### src/rtl/supervisor_pkg.sv
package supervisor_pkg;

    // ************************************************************
    // Timebase
    // ************************************************************
    localparam int unsigned CLK_PERIOD_NS    = 10;
    localparam int unsigned HOLD_TIME_MS     = 140;
    localparam int unsigned HOLD_CYCLES      =
        (HOLD_TIME_MS * 1000000) / CLK_PERIOD_NS;
    localparam int unsigned MIN_PULSE_NS     = 33;
    localparam int unsigned MIN_PULSE_CYCLES =
        (MIN_PULSE_NS + CLK_PERIOD_NS - 1) / CLK_PERIOD_NS;

    // ************************************************************
    // Filter and counter sizing
    // ************************************************************
    localparam int unsigned DEBOUNCE_US      = 10;
    localparam int unsigned DEBOUNCE_CYCLES  =
        (DEBOUNCE_US * 1000) / CLK_PERIOD_NS;
    localparam int unsigned GLITCH_NS        = 200;
    localparam int unsigned GLITCH_CYCLES    = GLITCH_NS / CLK_PERIOD_NS;
    localparam int unsigned FILT_W           = 16;
    localparam int unsigned HOLD_W           = 32;

    // ************************************************************
    // Reset values
    // ************************************************************
    localparam logic        RST_CAUSE_VAL    = 1'b1;
    localparam logic        RST_SYNC_VAL     = 1'b1;

endpackage

### src/rtl/dual_supervisor_reset_gen.sv
`timescale 1ns/1ps

module dual_supervisor_reset_gen
    import supervisor_pkg::*;
#(
    parameter logic        ACTIVE_HIGH = 1'b0,
    parameter int unsigned HOLD_COUNT  = HOLD_CYCLES
) (
    input  wire logic i_sys_clk,
    input  wire logic i_rst,
    input  wire logic i_in_under,
    input  wire logic i_vdd_under,
    input  wire logic i_manual_reset_n,
    input  wire logic i_manual_reset_n_oe,
    output logic      o_reset,
    output logic      o_reset_active
);

    // ************************************************************
    // Input synchronisers
    // ************************************************************
    logic [2:0] sync1_q;
    logic [2:0] sync2_q;
    logic [2:0] sync1_d;
    logic       mr_pin;

    // Undriven manual pin is pulled to the inactive level
    assign mr_pin = i_manual_reset_n_oe ? i_manual_reset_n : 1'b1;

    // Stage inputs; stage one feeds stage two only
    always_comb begin
        sync1_d = {i_in_under, i_vdd_under, mr_pin};
    end

    // Causes reset to their asserting level so power-on is covered
    always_ff @(posedge i_sys_clk or posedge i_rst) begin
        if (i_rst) begin
            sync1_q <= {RST_SYNC_VAL, RST_SYNC_VAL, ~RST_SYNC_VAL};
            sync2_q <= {RST_SYNC_VAL, RST_SYNC_VAL, ~RST_SYNC_VAL};
        end else begin
            sync1_q <= sync1_d;
            sync2_q <= sync1_q;
        end
    end

    // ************************************************************
    // Cause filtering
    // ************************************************************
    logic in_under_f;
    logic vdd_under_f;
    logic mr_db;
    logic mr_low_raw;

    // Glitch filters delay both the assertion and the release of an undervoltage
    level_filter #(
        .LIMIT     (FILT_W'(GLITCH_CYCLES)),
        .RESET_VAL (RST_CAUSE_VAL)
    ) u_in_filt (
        .i_sys_clk (i_sys_clk),
        .i_rst     (i_rst),
        .i_level   (sync2_q[2]),
        .o_level   (in_under_f)
    );

    level_filter #(
        .LIMIT     (FILT_W'(GLITCH_CYCLES)),
        .RESET_VAL (RST_CAUSE_VAL)
    ) u_vdd_filt (
        .i_sys_clk (i_sys_clk),
        .i_rst     (i_rst),
        .i_level   (sync2_q[1]),
        .o_level   (vdd_under_f)
    );

    // Debounce both edges; press is also taken raw so it is immediate
    level_filter #(
        .LIMIT     (FILT_W'(DEBOUNCE_CYCLES)),
        .RESET_VAL (1'b1)
    ) u_mr_filt (
        .i_sys_clk (i_sys_clk),
        .i_rst     (i_rst),
        .i_level   (sync2_q[0]),
        .o_level   (mr_db)
    );

    // Raw low wins so a press of minimum width is never missed
    assign mr_low_raw = ~sync2_q[0];

    // ************************************************************
    // Hold counter
    // ************************************************************
    logic              cause;
    logic [HOLD_W-1:0] hold_q;
    logic [HOLD_W-1:0] hold_d;
    logic              active_q;
    logic              active_d;

    // Any cause, ORed; bouncing contacts keep the debounced low
    assign cause = in_under_f | vdd_under_f | mr_low_raw | ~mr_db;

    // Count restarts on any cause; release only after a full count
    always_comb begin
        hold_d   = hold_q;
        active_d = active_q;
        if (cause) begin
            hold_d   = '0;
            active_d = 1'b1;
        end else if (active_q) begin
            if (hold_q >= HOLD_W'(HOLD_COUNT - 1)) begin
                active_d = 1'b0;
            end else begin
                hold_d = hold_q + 32'h00000001;
            end
        end
    end

    // Power-on starts with reset active and count at zero
    always_ff @(posedge i_sys_clk or posedge i_rst) begin
        if (i_rst) begin
            hold_q   <= '0;
            active_q <= 1'b1;
        end else begin
            hold_q   <= hold_d;
            active_q <= active_d;
        end
    end

    // ************************************************************
    // Output
    // ************************************************************
    logic out_q;
    logic out_d;

    // Manual low bypasses the counter register for immediacy
    always_comb begin
        out_d = (active_d | mr_low_raw) ~^ ACTIVE_HIGH;
    end

    // Registered output, asserted under reset
    always_ff @(posedge i_sys_clk or posedge i_rst) begin
        if (i_rst) begin
            out_q <= ACTIVE_HIGH;
        end else begin
            out_q <= out_d;
        end
    end

    assign o_reset        = out_q;
    assign o_reset_active = out_q ~^ ACTIVE_HIGH;

    // ************************************************************
    // Assertions
    // ************************************************************
    logic [HOLD_W-1:0] quiet_q;

    // Cycles since the last cause, for release timing checks
    always_ff @(posedge i_sys_clk or posedge i_rst) begin
        if (i_rst) begin
            quiet_q <= '0;
        end else if (cause) begin
            quiet_q <= '0;
        end else if (quiet_q != 32'hFFFFFFFF) begin
            quiet_q <= quiet_q + 32'h00000001;
        end
    end

    property p_cause_asserts;
        @(posedge i_sys_clk) disable iff (i_rst)
        cause |=> o_reset_active;
    endproperty
    a_cause_asserts: assert property (p_cause_asserts)
        else $error("reset not active after a cause");

    property p_manual_immediate;
        @(posedge i_sys_clk) disable iff (i_rst)
        mr_low_raw |=> o_reset_active;
    endproperty
    a_manual_immediate: assert property (p_manual_immediate)
        else $error("manual low did not assert reset");

    property p_no_early_release;
        @(posedge i_sys_clk) disable iff (i_rst)
        $fell(o_reset_active) |-> quiet_q >= HOLD_W'(HOLD_COUNT);
    endproperty
    a_no_early_release: assert property (p_no_early_release)
        else $error("reset released before hold time");

    property p_release_on_time;
        @(posedge i_sys_clk) disable iff (i_rst)
        (quiet_q == HOLD_W'(HOLD_COUNT + 1)) |-> !o_reset_active;
    endproperty
    a_release_on_time: assert property (p_release_on_time)
        else $error("reset not released after hold time");

    property p_restart;
        @(posedge i_sys_clk) disable iff (i_rst)
        (active_q && cause) |=> hold_q == '0;
    endproperty
    a_restart: assert property (p_restart)
        else $error("hold count not restarted by cause");

    property p_in_asserts;
        @(posedge i_sys_clk) disable iff (i_rst)
        in_under_f |=> o_reset_active;
    endproperty
    a_in_asserts: assert property (p_in_asserts)
        else $error("input undervoltage did not assert reset");

    property p_vdd_glitch;
        @(posedge i_sys_clk) disable iff (i_rst)
        $rose(sync2_q[1]) ##1 !sync2_q[1] |-> !vdd_under_f;
    endproperty
    a_vdd_glitch: assert property (p_vdd_glitch)
        else $error("single cycle supply dip passed filter");

    property p_polarity;
        @(posedge i_sys_clk) disable iff (i_rst)
        o_reset == (o_reset_active ~^ ACTIVE_HIGH);
    endproperty
    a_polarity: assert property (p_polarity)
        else $error("output polarity wrong");

    c_power_on_release: cover property (@(posedge i_sys_clk)
        disable iff (i_rst) $fell(o_reset_active));
    c_manual_press: cover property (@(posedge i_sys_clk)
        disable iff (i_rst) $rose(mr_low_raw) && !active_q);
    c_vdd_dip: cover property (@(posedge i_sys_clk)
        disable iff (i_rst) $rose(vdd_under_f));
    c_restart: cover property (@(posedge i_sys_clk)
        disable iff (i_rst) active_q && cause && hold_q != '0);

endmodule

### src/rtl/level_filter.sv
`timescale 1ns/1ps

// Level filter: the output follows the input only after the input
// has stood at a new level for LIMIT consecutive cycles.
module level_filter
    import supervisor_pkg::*;
#(
    parameter logic [FILT_W-1:0] LIMIT     = 16'h0001,
    parameter logic              RESET_VAL = 1'b1
) (
    input  wire logic i_sys_clk,
    input  wire logic i_rst,
    input  wire logic i_level,
    output logic      o_level
);

    logic [FILT_W-1:0] cnt_q;
    logic [FILT_W-1:0] cnt_d;
    logic              out_q;
    logic              out_d;

    // Count cycles of disagreement; any agreement restarts the count
    always_comb begin
        cnt_d = '0;
        out_d = out_q;
        if (i_level != out_q) begin
            if (cnt_q >= LIMIT - 16'h0001) begin
                out_d = i_level;
            end else begin
                cnt_d = cnt_q + 16'h0001;
            end
        end
    end

    // Register the filtered level
    always_ff @(posedge i_sys_clk or posedge i_rst) begin
        if (i_rst) begin
            cnt_q <= '0;
            out_q <= RESET_VAL;
        end else begin
            cnt_q <= cnt_d;
            out_q <= out_d;
        end
    end

    assign o_level = out_q;

endmodule

### config.mk
export PLATFORM = sky130hd
export DESIGN_NAME = dual_supervisor_reset_gen
export DESIGN_NICKNAME = d
export VERILOG_FILES = /design/src/rtl/supervisor_pkg.sv /design/src/rtl/dual_supervisor_reset_gen.sv /design/src/rtl/level_filter.sv
export SDC_FILE = /design/constraint.sdc
export NUM_CORES = 1
export LEC_CHECK = 0
export ABC_AREA = 1
export BUFFER_PORTS_ARGS = -buffer_cell sky130_fd_sc_hd__buf_2
export CAP_MARGIN = 20
export CORE_MARGIN = 2
export CORE_UTILIZATION = 43
export CTS_CLUSTER_SIZE = 25
export DETAILED_ROUTE_END_ITERATION = 12
export GPL_ROUTABILITY_DRIVEN = 0
export SKIP_CTS_REPAIR_TIMING = 1
export SLEW_MARGIN = 20
export SYNTH_ARGS = -nofsm -noshare
export SYNTH_HDL_FRONTEND = slang
export SYNTH_SLANG_ARGS = --single-unit
### constraint.sdc
create_clock -name i_sys_clk -period 3.7 [get_ports i_sys_clk]
set_input_delay 0.37 -clock i_sys_clk [delete_from_list [all_inputs] [get_ports i_sys_clk]]
set_output_delay 0.37 -clock i_sys_clk [all_outputs]
set_load 0.02 [all_outputs]
* Yosys cells after proc, flatten, opt, wreduce, memory -nomap -nowiden
Index checks and enable logic that the tools add are counted.
** Cells by class
- Magnitude comparators :: 4
- $add $sub $neg :: 4
- Bitwise operators :: 8
- Mux-type cells :: 13
- Equality and inequality tests :: 4
- Reduce and logical (&&, ||, !) cells :: 5
** Operators with widths (number)
- 16-bit two-way mux :: 6
- 32-bit two-way mux :: 3
- 16-bit by 1-bit adder with 16-bit output, second input constant :: 3
- 32-bit by 1-bit adder with 32-bit output, second input constant :: 1
- 16-bit by 5-bit greater-or-equal comparator with 1-bit output, second input constant :: 2
- 32-bit by 24-bit greater-or-equal comparator with 1-bit output, second input constant :: 1
- 16-bit by 10-bit greater-or-equal comparator with 1-bit output, second input constant :: 1
- 2-bit AND reduction :: 4
- 1-bit two-way mux :: 4
- 1-bit NOT :: 4
- 1-bit OR :: 4
- 1-bit inequality test :: 3
- 2-bit inequality test, second input constant :: 1
- 2-bit nonzero test :: 1
** Word-level totals
- Output and inout bits :: 2
- Input bits :: 6
- Register bits after elaboration :: 91

* Logic depth before layout (Yosys ltp)
- Depth in word-level cells :: 6
- Gate-level depth with buffers :: 12
- Depth with buffers taken out :: 12

* By module
From an unflattened synthesis, not the netlist that was laid out.
** Second synthesis, totals
- Cell total of the unflattened synthesis :: 533
- Area total of the unflattened synthesis :: 4385.5 um^2
** Modules (own cells, without submodules)
- dual_supervisor_reset_gen :: sequential area each 1007.2 um^2, instances 1, area an instance 2381.0 um^2, cells each 340
- level_filter at u_in_filt ... :: sequential area each 426.7 um^2, instances 2, area an instance 614.3 um^2, cells each 52
- level_filter at u_mr_filt :: sequential area each 426.7 um^2, instances 1, area an instance 775.7 um^2, cells each 89

* Least setup slack after synthesis
No wires, ideal clock.
- Kind :: register to register
- Start point :: reg hold_q[0]
- End point :: reg out_q, in the netlist o_reset
- Path slack :: 2.128 ns
- Library setup time :: 0.118 ns
- Buffers on the path :: 1
- Stages on the path, launching flop included :: 13
- Clock period less this slack :: 1.572 ns
- Arrival time :: 1.453 ns
- Cells stage by stage :: dfrtp_1 > ha_1 > nand2_2 > nor2_4 > nand2_2 > nand2_1 > nand2_1 > nand2_2 > nand2_4 > nand2_4 > nand2_4 > buf_6 > inv_2
** On the way
- Longest elaborated chain between the ends :: 6
** Ends and longest elaborated chain
- from (decl) :: RTL line dual_supervisor_reset_gen.sv:93 : logic [HOLD_W-1:0] hold_q;
- from (signal assigned) :: RTL line dual_supervisor_reset_gen.sv:123 : hold_q <= hold_d;
- 32-bit by 24-bit greater-or-equal comparator with 1-bit output :: RTL line dual_supervisor_reset_gen.sv:109 : if (hold_q >= HOLD_W'(HOLD_COUNT - 1)) begin
- 1-bit two-way mux :: RTL line dual_supervisor_reset_gen.sv:109
- 1-bit two-way mux :: RTL line dual_supervisor_reset_gen.sv:108 : end else if (active_q) begin
- 1-bit two-way mux :: RTL line dual_supervisor_reset_gen.sv:105 : if (cause) begin
- via active_d :: RTL line dual_supervisor_reset_gen.sv:96 : logic active_d;
- 1-bit OR :: RTL line dual_supervisor_reset_gen.sv:136 : out_d = (active_d | mr_low_raw) ~^ ACTIVE_HIGH;
- 1-bit NOT (no source line)
- via out_d :: RTL line dual_supervisor_reset_gen.sv:132 : logic out_d;
- to (signal assigned) :: RTL line dual_supervisor_reset_gen.sv:144 : out_q <= out_d;
- to (decl) :: RTL line dual_supervisor_reset_gen.sv:131 : logic out_q;
The timed path passes the listed nets, and every way through them passes these cells.
A chain may end at the register's enable or synchronous reset.

* Final worst setup path
- Start point :: reg hold_q[0]
- End point :: reg hold_q[18]
** On the way
- Longest elaborated chain between the ends :: 4
- Elaborated cells between the ends (all ways) :: 7
- Classes of those cells :: 1 x add/sub; 1 x order compare; 1 x eq/ne; 3 x mux; 1 x reduce/logical
** Ends and longest elaborated chain
- 32-bit by 1-bit adder with 32-bit output :: RTL line dual_supervisor_reset_gen.sv:112 : hold_d = hold_q + 32'h00000001;
- 32-bit two-way mux :: RTL line dual_supervisor_reset_gen.sv:109
- 32-bit two-way mux :: RTL line dual_supervisor_reset_gen.sv:108
- 32-bit two-way mux :: RTL line dual_supervisor_reset_gen.sv:105
Parallel ways exist; a longest one is shown, timed or not. The select of a mux whose other input is x is not followed.

==> run summary <==
SYNTH
--------------------------------------------------------------------------------
Number of cells produced by synthesis                                        497
Dominant cells by area after synthesis                              dfrtp_1 (49%), nand2_1 (10%), nor2_1 (6.5%)
Largest area contributor in the netlist                                  dfrtp_1
Flops & latches, synth                                                        91
Synth warnings                                                                 0
EDFF count, synth                                                              0
Sequential fraction of the synthesis area                                  53.8%
Flip-flop cell with the highest count after synthesis                    dfrtp_1
Share of synthesized flip-flops with an asynchronous set or reset           100%
Unique masters post-synth                                                     34
Netlist area before placement                                        0.00425 mm²
Synth top area share                                                       48.9%
Synth Area per Inst                                                     8.55 µm²

ROUTE
--------------------------------------------------------------------------------
Overall via count from detail_route                                         3071
Routed wire length per instance                                          11.0 µm
Post-detailed-route DRC marker count                                           0
Ratio of routed vias to standard cells                                      4.57
Post-detailed-route count of antenna-violating nets                            0
Violation count after the first detailed-route iteration                     143
Total wire length                                                        7.37 mm
Router iterations before antenna repair                                        4

LAYOUT
--------------------------------------------------------------------------------
Number of nets in the final layout                                           544
Non-filler cells in the finished layout                                      672
Layout-stage area growth over the synthesis result                         10.7%
Antenna Diode Count                                                            0
Most frequent cells in the layout                                   nand2_1 (114), dfrtp_1 (83), nor2_1 (73), inv_1 (62), nand3_1 (48)
Leading cell type in the layout, fill and taps excluded                  nand2_1
Share of cells above drive strength 1                                      10.6%

TIMING
--------------------------------------------------------------------------------
Maximum clock skew at final layout                                       13.6 ps
Final Setup Violations                                                         0
Final worst path period need                                             2050 ps
Final setup TNS                                                             0 ps
RSZ-0062 raised after global routing                                       false
Peak Freq                                                                487 MHz
Share of the clock period used by the worst path after layout              55.5%
Transition time of the tightest slew-check pin                            531 ps
Fin worst setup slack                                                    1650 ps
Final Hold Violating Endpoints                                                 0
Worst-case headroom to the max-slew limit                                  64.5%
Pins over their slew limit                                                     0

GLOBAL ROUTING
--------------------------------------------------------------------------------
Total track usage                                                          16.0%
Total congestion overflow after global routing                                 0
Via count of the first global-routing pass                                  2977
Initial antenna violation count                                                0
Wire length of the first global-routing pass                             13.2 mm
Pin count of the biggest net entering global routing                          35

CRITICAL PATH
--------------------------------------------------------------------------------
Startpoint type of the worst setup path                                flip-flop
Endpoint arrival time on the critical path                               2310 ps
Critical path peak fanout                                                     23
Req. time, crit path                                                     3960 ps
Crit. End Element                                                      flip-flop
Critical path start-end classification                              flip-flop to flip-flop

WORST HOLD PATH
--------------------------------------------------------------------------------
HP Class                                                            primary input to async pin

PLACEMENT
--------------------------------------------------------------------------------
Worst slack at placement                                                 1640 ps
Placed Instances                                                             656
# port buffers                                                                 7
Hpwl dp                                                                  5.21 mm

POWER AND IR DROP
--------------------------------------------------------------------------------
Peak supply drop                                                      0.000251 V
Switching power share of the total                                         23.3%
Part of the total power dissipated in sequential elements                  59.8%
Internal Pwr Total                                                       1320 µW
Share of power burned in the clock network                                 37.5%
Proportion of power drawn by combinational gates                            2.7%
Leakage                                                               0.00227 µW
P_sw                                                                      400 µW
Power density relative to cell area                                   365 mW/mm²

FLOORPLANNING
--------------------------------------------------------------------------------
Chip Height                                                               103 µm
Area of the placeable core                                           0.00968 mm²
Number of placement rows                                                      36
Overall die area                                                      0.0107 mm²
Io pins                                                                        8
Horizontal extent of the die                                              103 µm
Starting Density                                                           43.9%

RUN STATUS
--------------------------------------------------------------------------------
Status                                                                 completed

CLOCK TREE
--------------------------------------------------------------------------------
Later-pin clock latency in the skew report                                360 ps
Clock tree from TritonCTS                                                  built
Total clock buffers created by CTS                                             9
Clock tree sinks                                                              91
Number of H-tree levels                                                        3
Clock transition at path regs                                              90 ps
CTS root buffer                                                         clkbuf_8
Clock buffer depth                                                             2

FLOW RUN
--------------------------------------------------------------------------------
Total of max-cap violations                                                    0

[power by group through the flow]
stage          logic, µW  registers (µW)  clock network (µW)
6_report            46.1            1030                 643
5_1_grt             55.0            1030                 715
4_1_cts             48.1            1030                 668
3_3_place_gp        46.9            1050                   0
2_1_floorplan       34.0            1040                   0
3_5_place_dp        47.9            1050                   0
[synthesized netlist by cell type, types with 2 or more instances]
library cell and number:
nand2_4 3, nor3_1 11, nand3b_1 3, a21oi_1 5, dfstp_2 8, ha_1 4, nor2_4 9, buf_2 5
xnor2_1 2, dfrtp_1 83, inv_1 63, a31oi_1 2, xor2_1 13, buf_4 2, clkbuf_1 2, o21ai_0 6
nand3_1 48, nand4_1 23, nand2_2 4, nor2_2 2, nand2_1 114, nor2_1 73
[stage by stage]
stage / util, % / instance area (µm²) / hold WS [ps] / total power [µW]
6_report: 48.5 / 4700 / 6.88 / 1720
5_1_grt: 48.5 / 4700 / 30.9 / 1800
4_1_cts: 48.5 / 4700 / 11.7 / 1740
3_5_place_dp: 46.6 / 4510 / 342 / 1090
3_3_place_gp: 46.6 / 4510 / 337 / 1090
2_1_floorplan: - / 4350 / 331 / 1080
[layout make-up]
cell class / count / area, µm²
clock inverters: 4 / 33.8
inverters: 64 / 241
clock buffers: 12 / 155
well taps: 133 / 166
fillers: 941 / 4980
multi-input cells: 358 / 1760
flip-flops and latches: 91 / 2290
repair buffers: 10 / 57.6
[cells by family after synthesis]
logic type / after synthesis / synth area share [%]
AND/OR/NAND/NOR: 295 / 32.5
flip-flops: 91 / 53.8
buffers and inverters: 75 / 7.13
AO/OA/AOI/OAI: 15 / 1.88
XOR/XNOR: 15 / 3.09
adder cells (fa/ha/maj): 4 / 1.18
other: 1 / 0.0883
multiplexers: 1 / 0.265
[worst paths after layout]
kind                                     endpoint                  start  depth (start not counted)  slack, ps
setup / recovery           hold_q[18]$_DFFE_PP0P_  hold_q[0]$_DFFE_PP0P_                         12       1650
setup reg to reg           hold_q[18]$_DFFE_PP0P_  hold_q[0]$_DFFE_PP0P_                         12       1650
min in group i_sys_clk       sync1_q[2]$_DFF_PP1_             i_in_under                          1        100
hold reg to reg              sync2_q[0]$_DFF_PP0_   sync1_q[0]$_DFF_PP0_                          0        360
max in group asynchronous      active_q$_DFF_PP1_                  i_rst                          3       2870
hold / removal               sync1_q[0]$_DFF_PP0_                  i_rst                          2          7
[worst max-delay path: stages (launching register included)]
cell and delay [ps]:
dfrtp_1 400, ha_1 190, nand2_2 90, nor2_4 160, nand2_2 70, nand2_1 60, nand2_1 50, nand2_2 70
nand2_4 130, nand2_4 270, nand2_4 260, nand2_1 140, nand2_1 60
[routing by layer]
metal / vias to the layer above / track usage, % / part of all wire (%)
met5: - / 0 / 0
met3: 9 / 3.63 / 2.7
li1: 1617 / - / -
met1: 1410 / 21.3 / 49
met2: 35 / 25.3 / 47
met4: 0 / 6.58 / 1.5
[registers in the layout, indices dropped and copies added, names as in the netlist]
signal / count
u_vdd_filt.cnt_q: 16
u_vdd_filt.o_level: 1
sync2_q: 3
u_in_filt.o_level: 1
u_mr_filt.cnt_q: 16
hold_q: 32
o_reset: 1
u_mr_filt.o_level: 1
sync1_q: 3
u_in_filt.cnt_q: 16
active_q: 1
(Power assumes the default switching activity.)
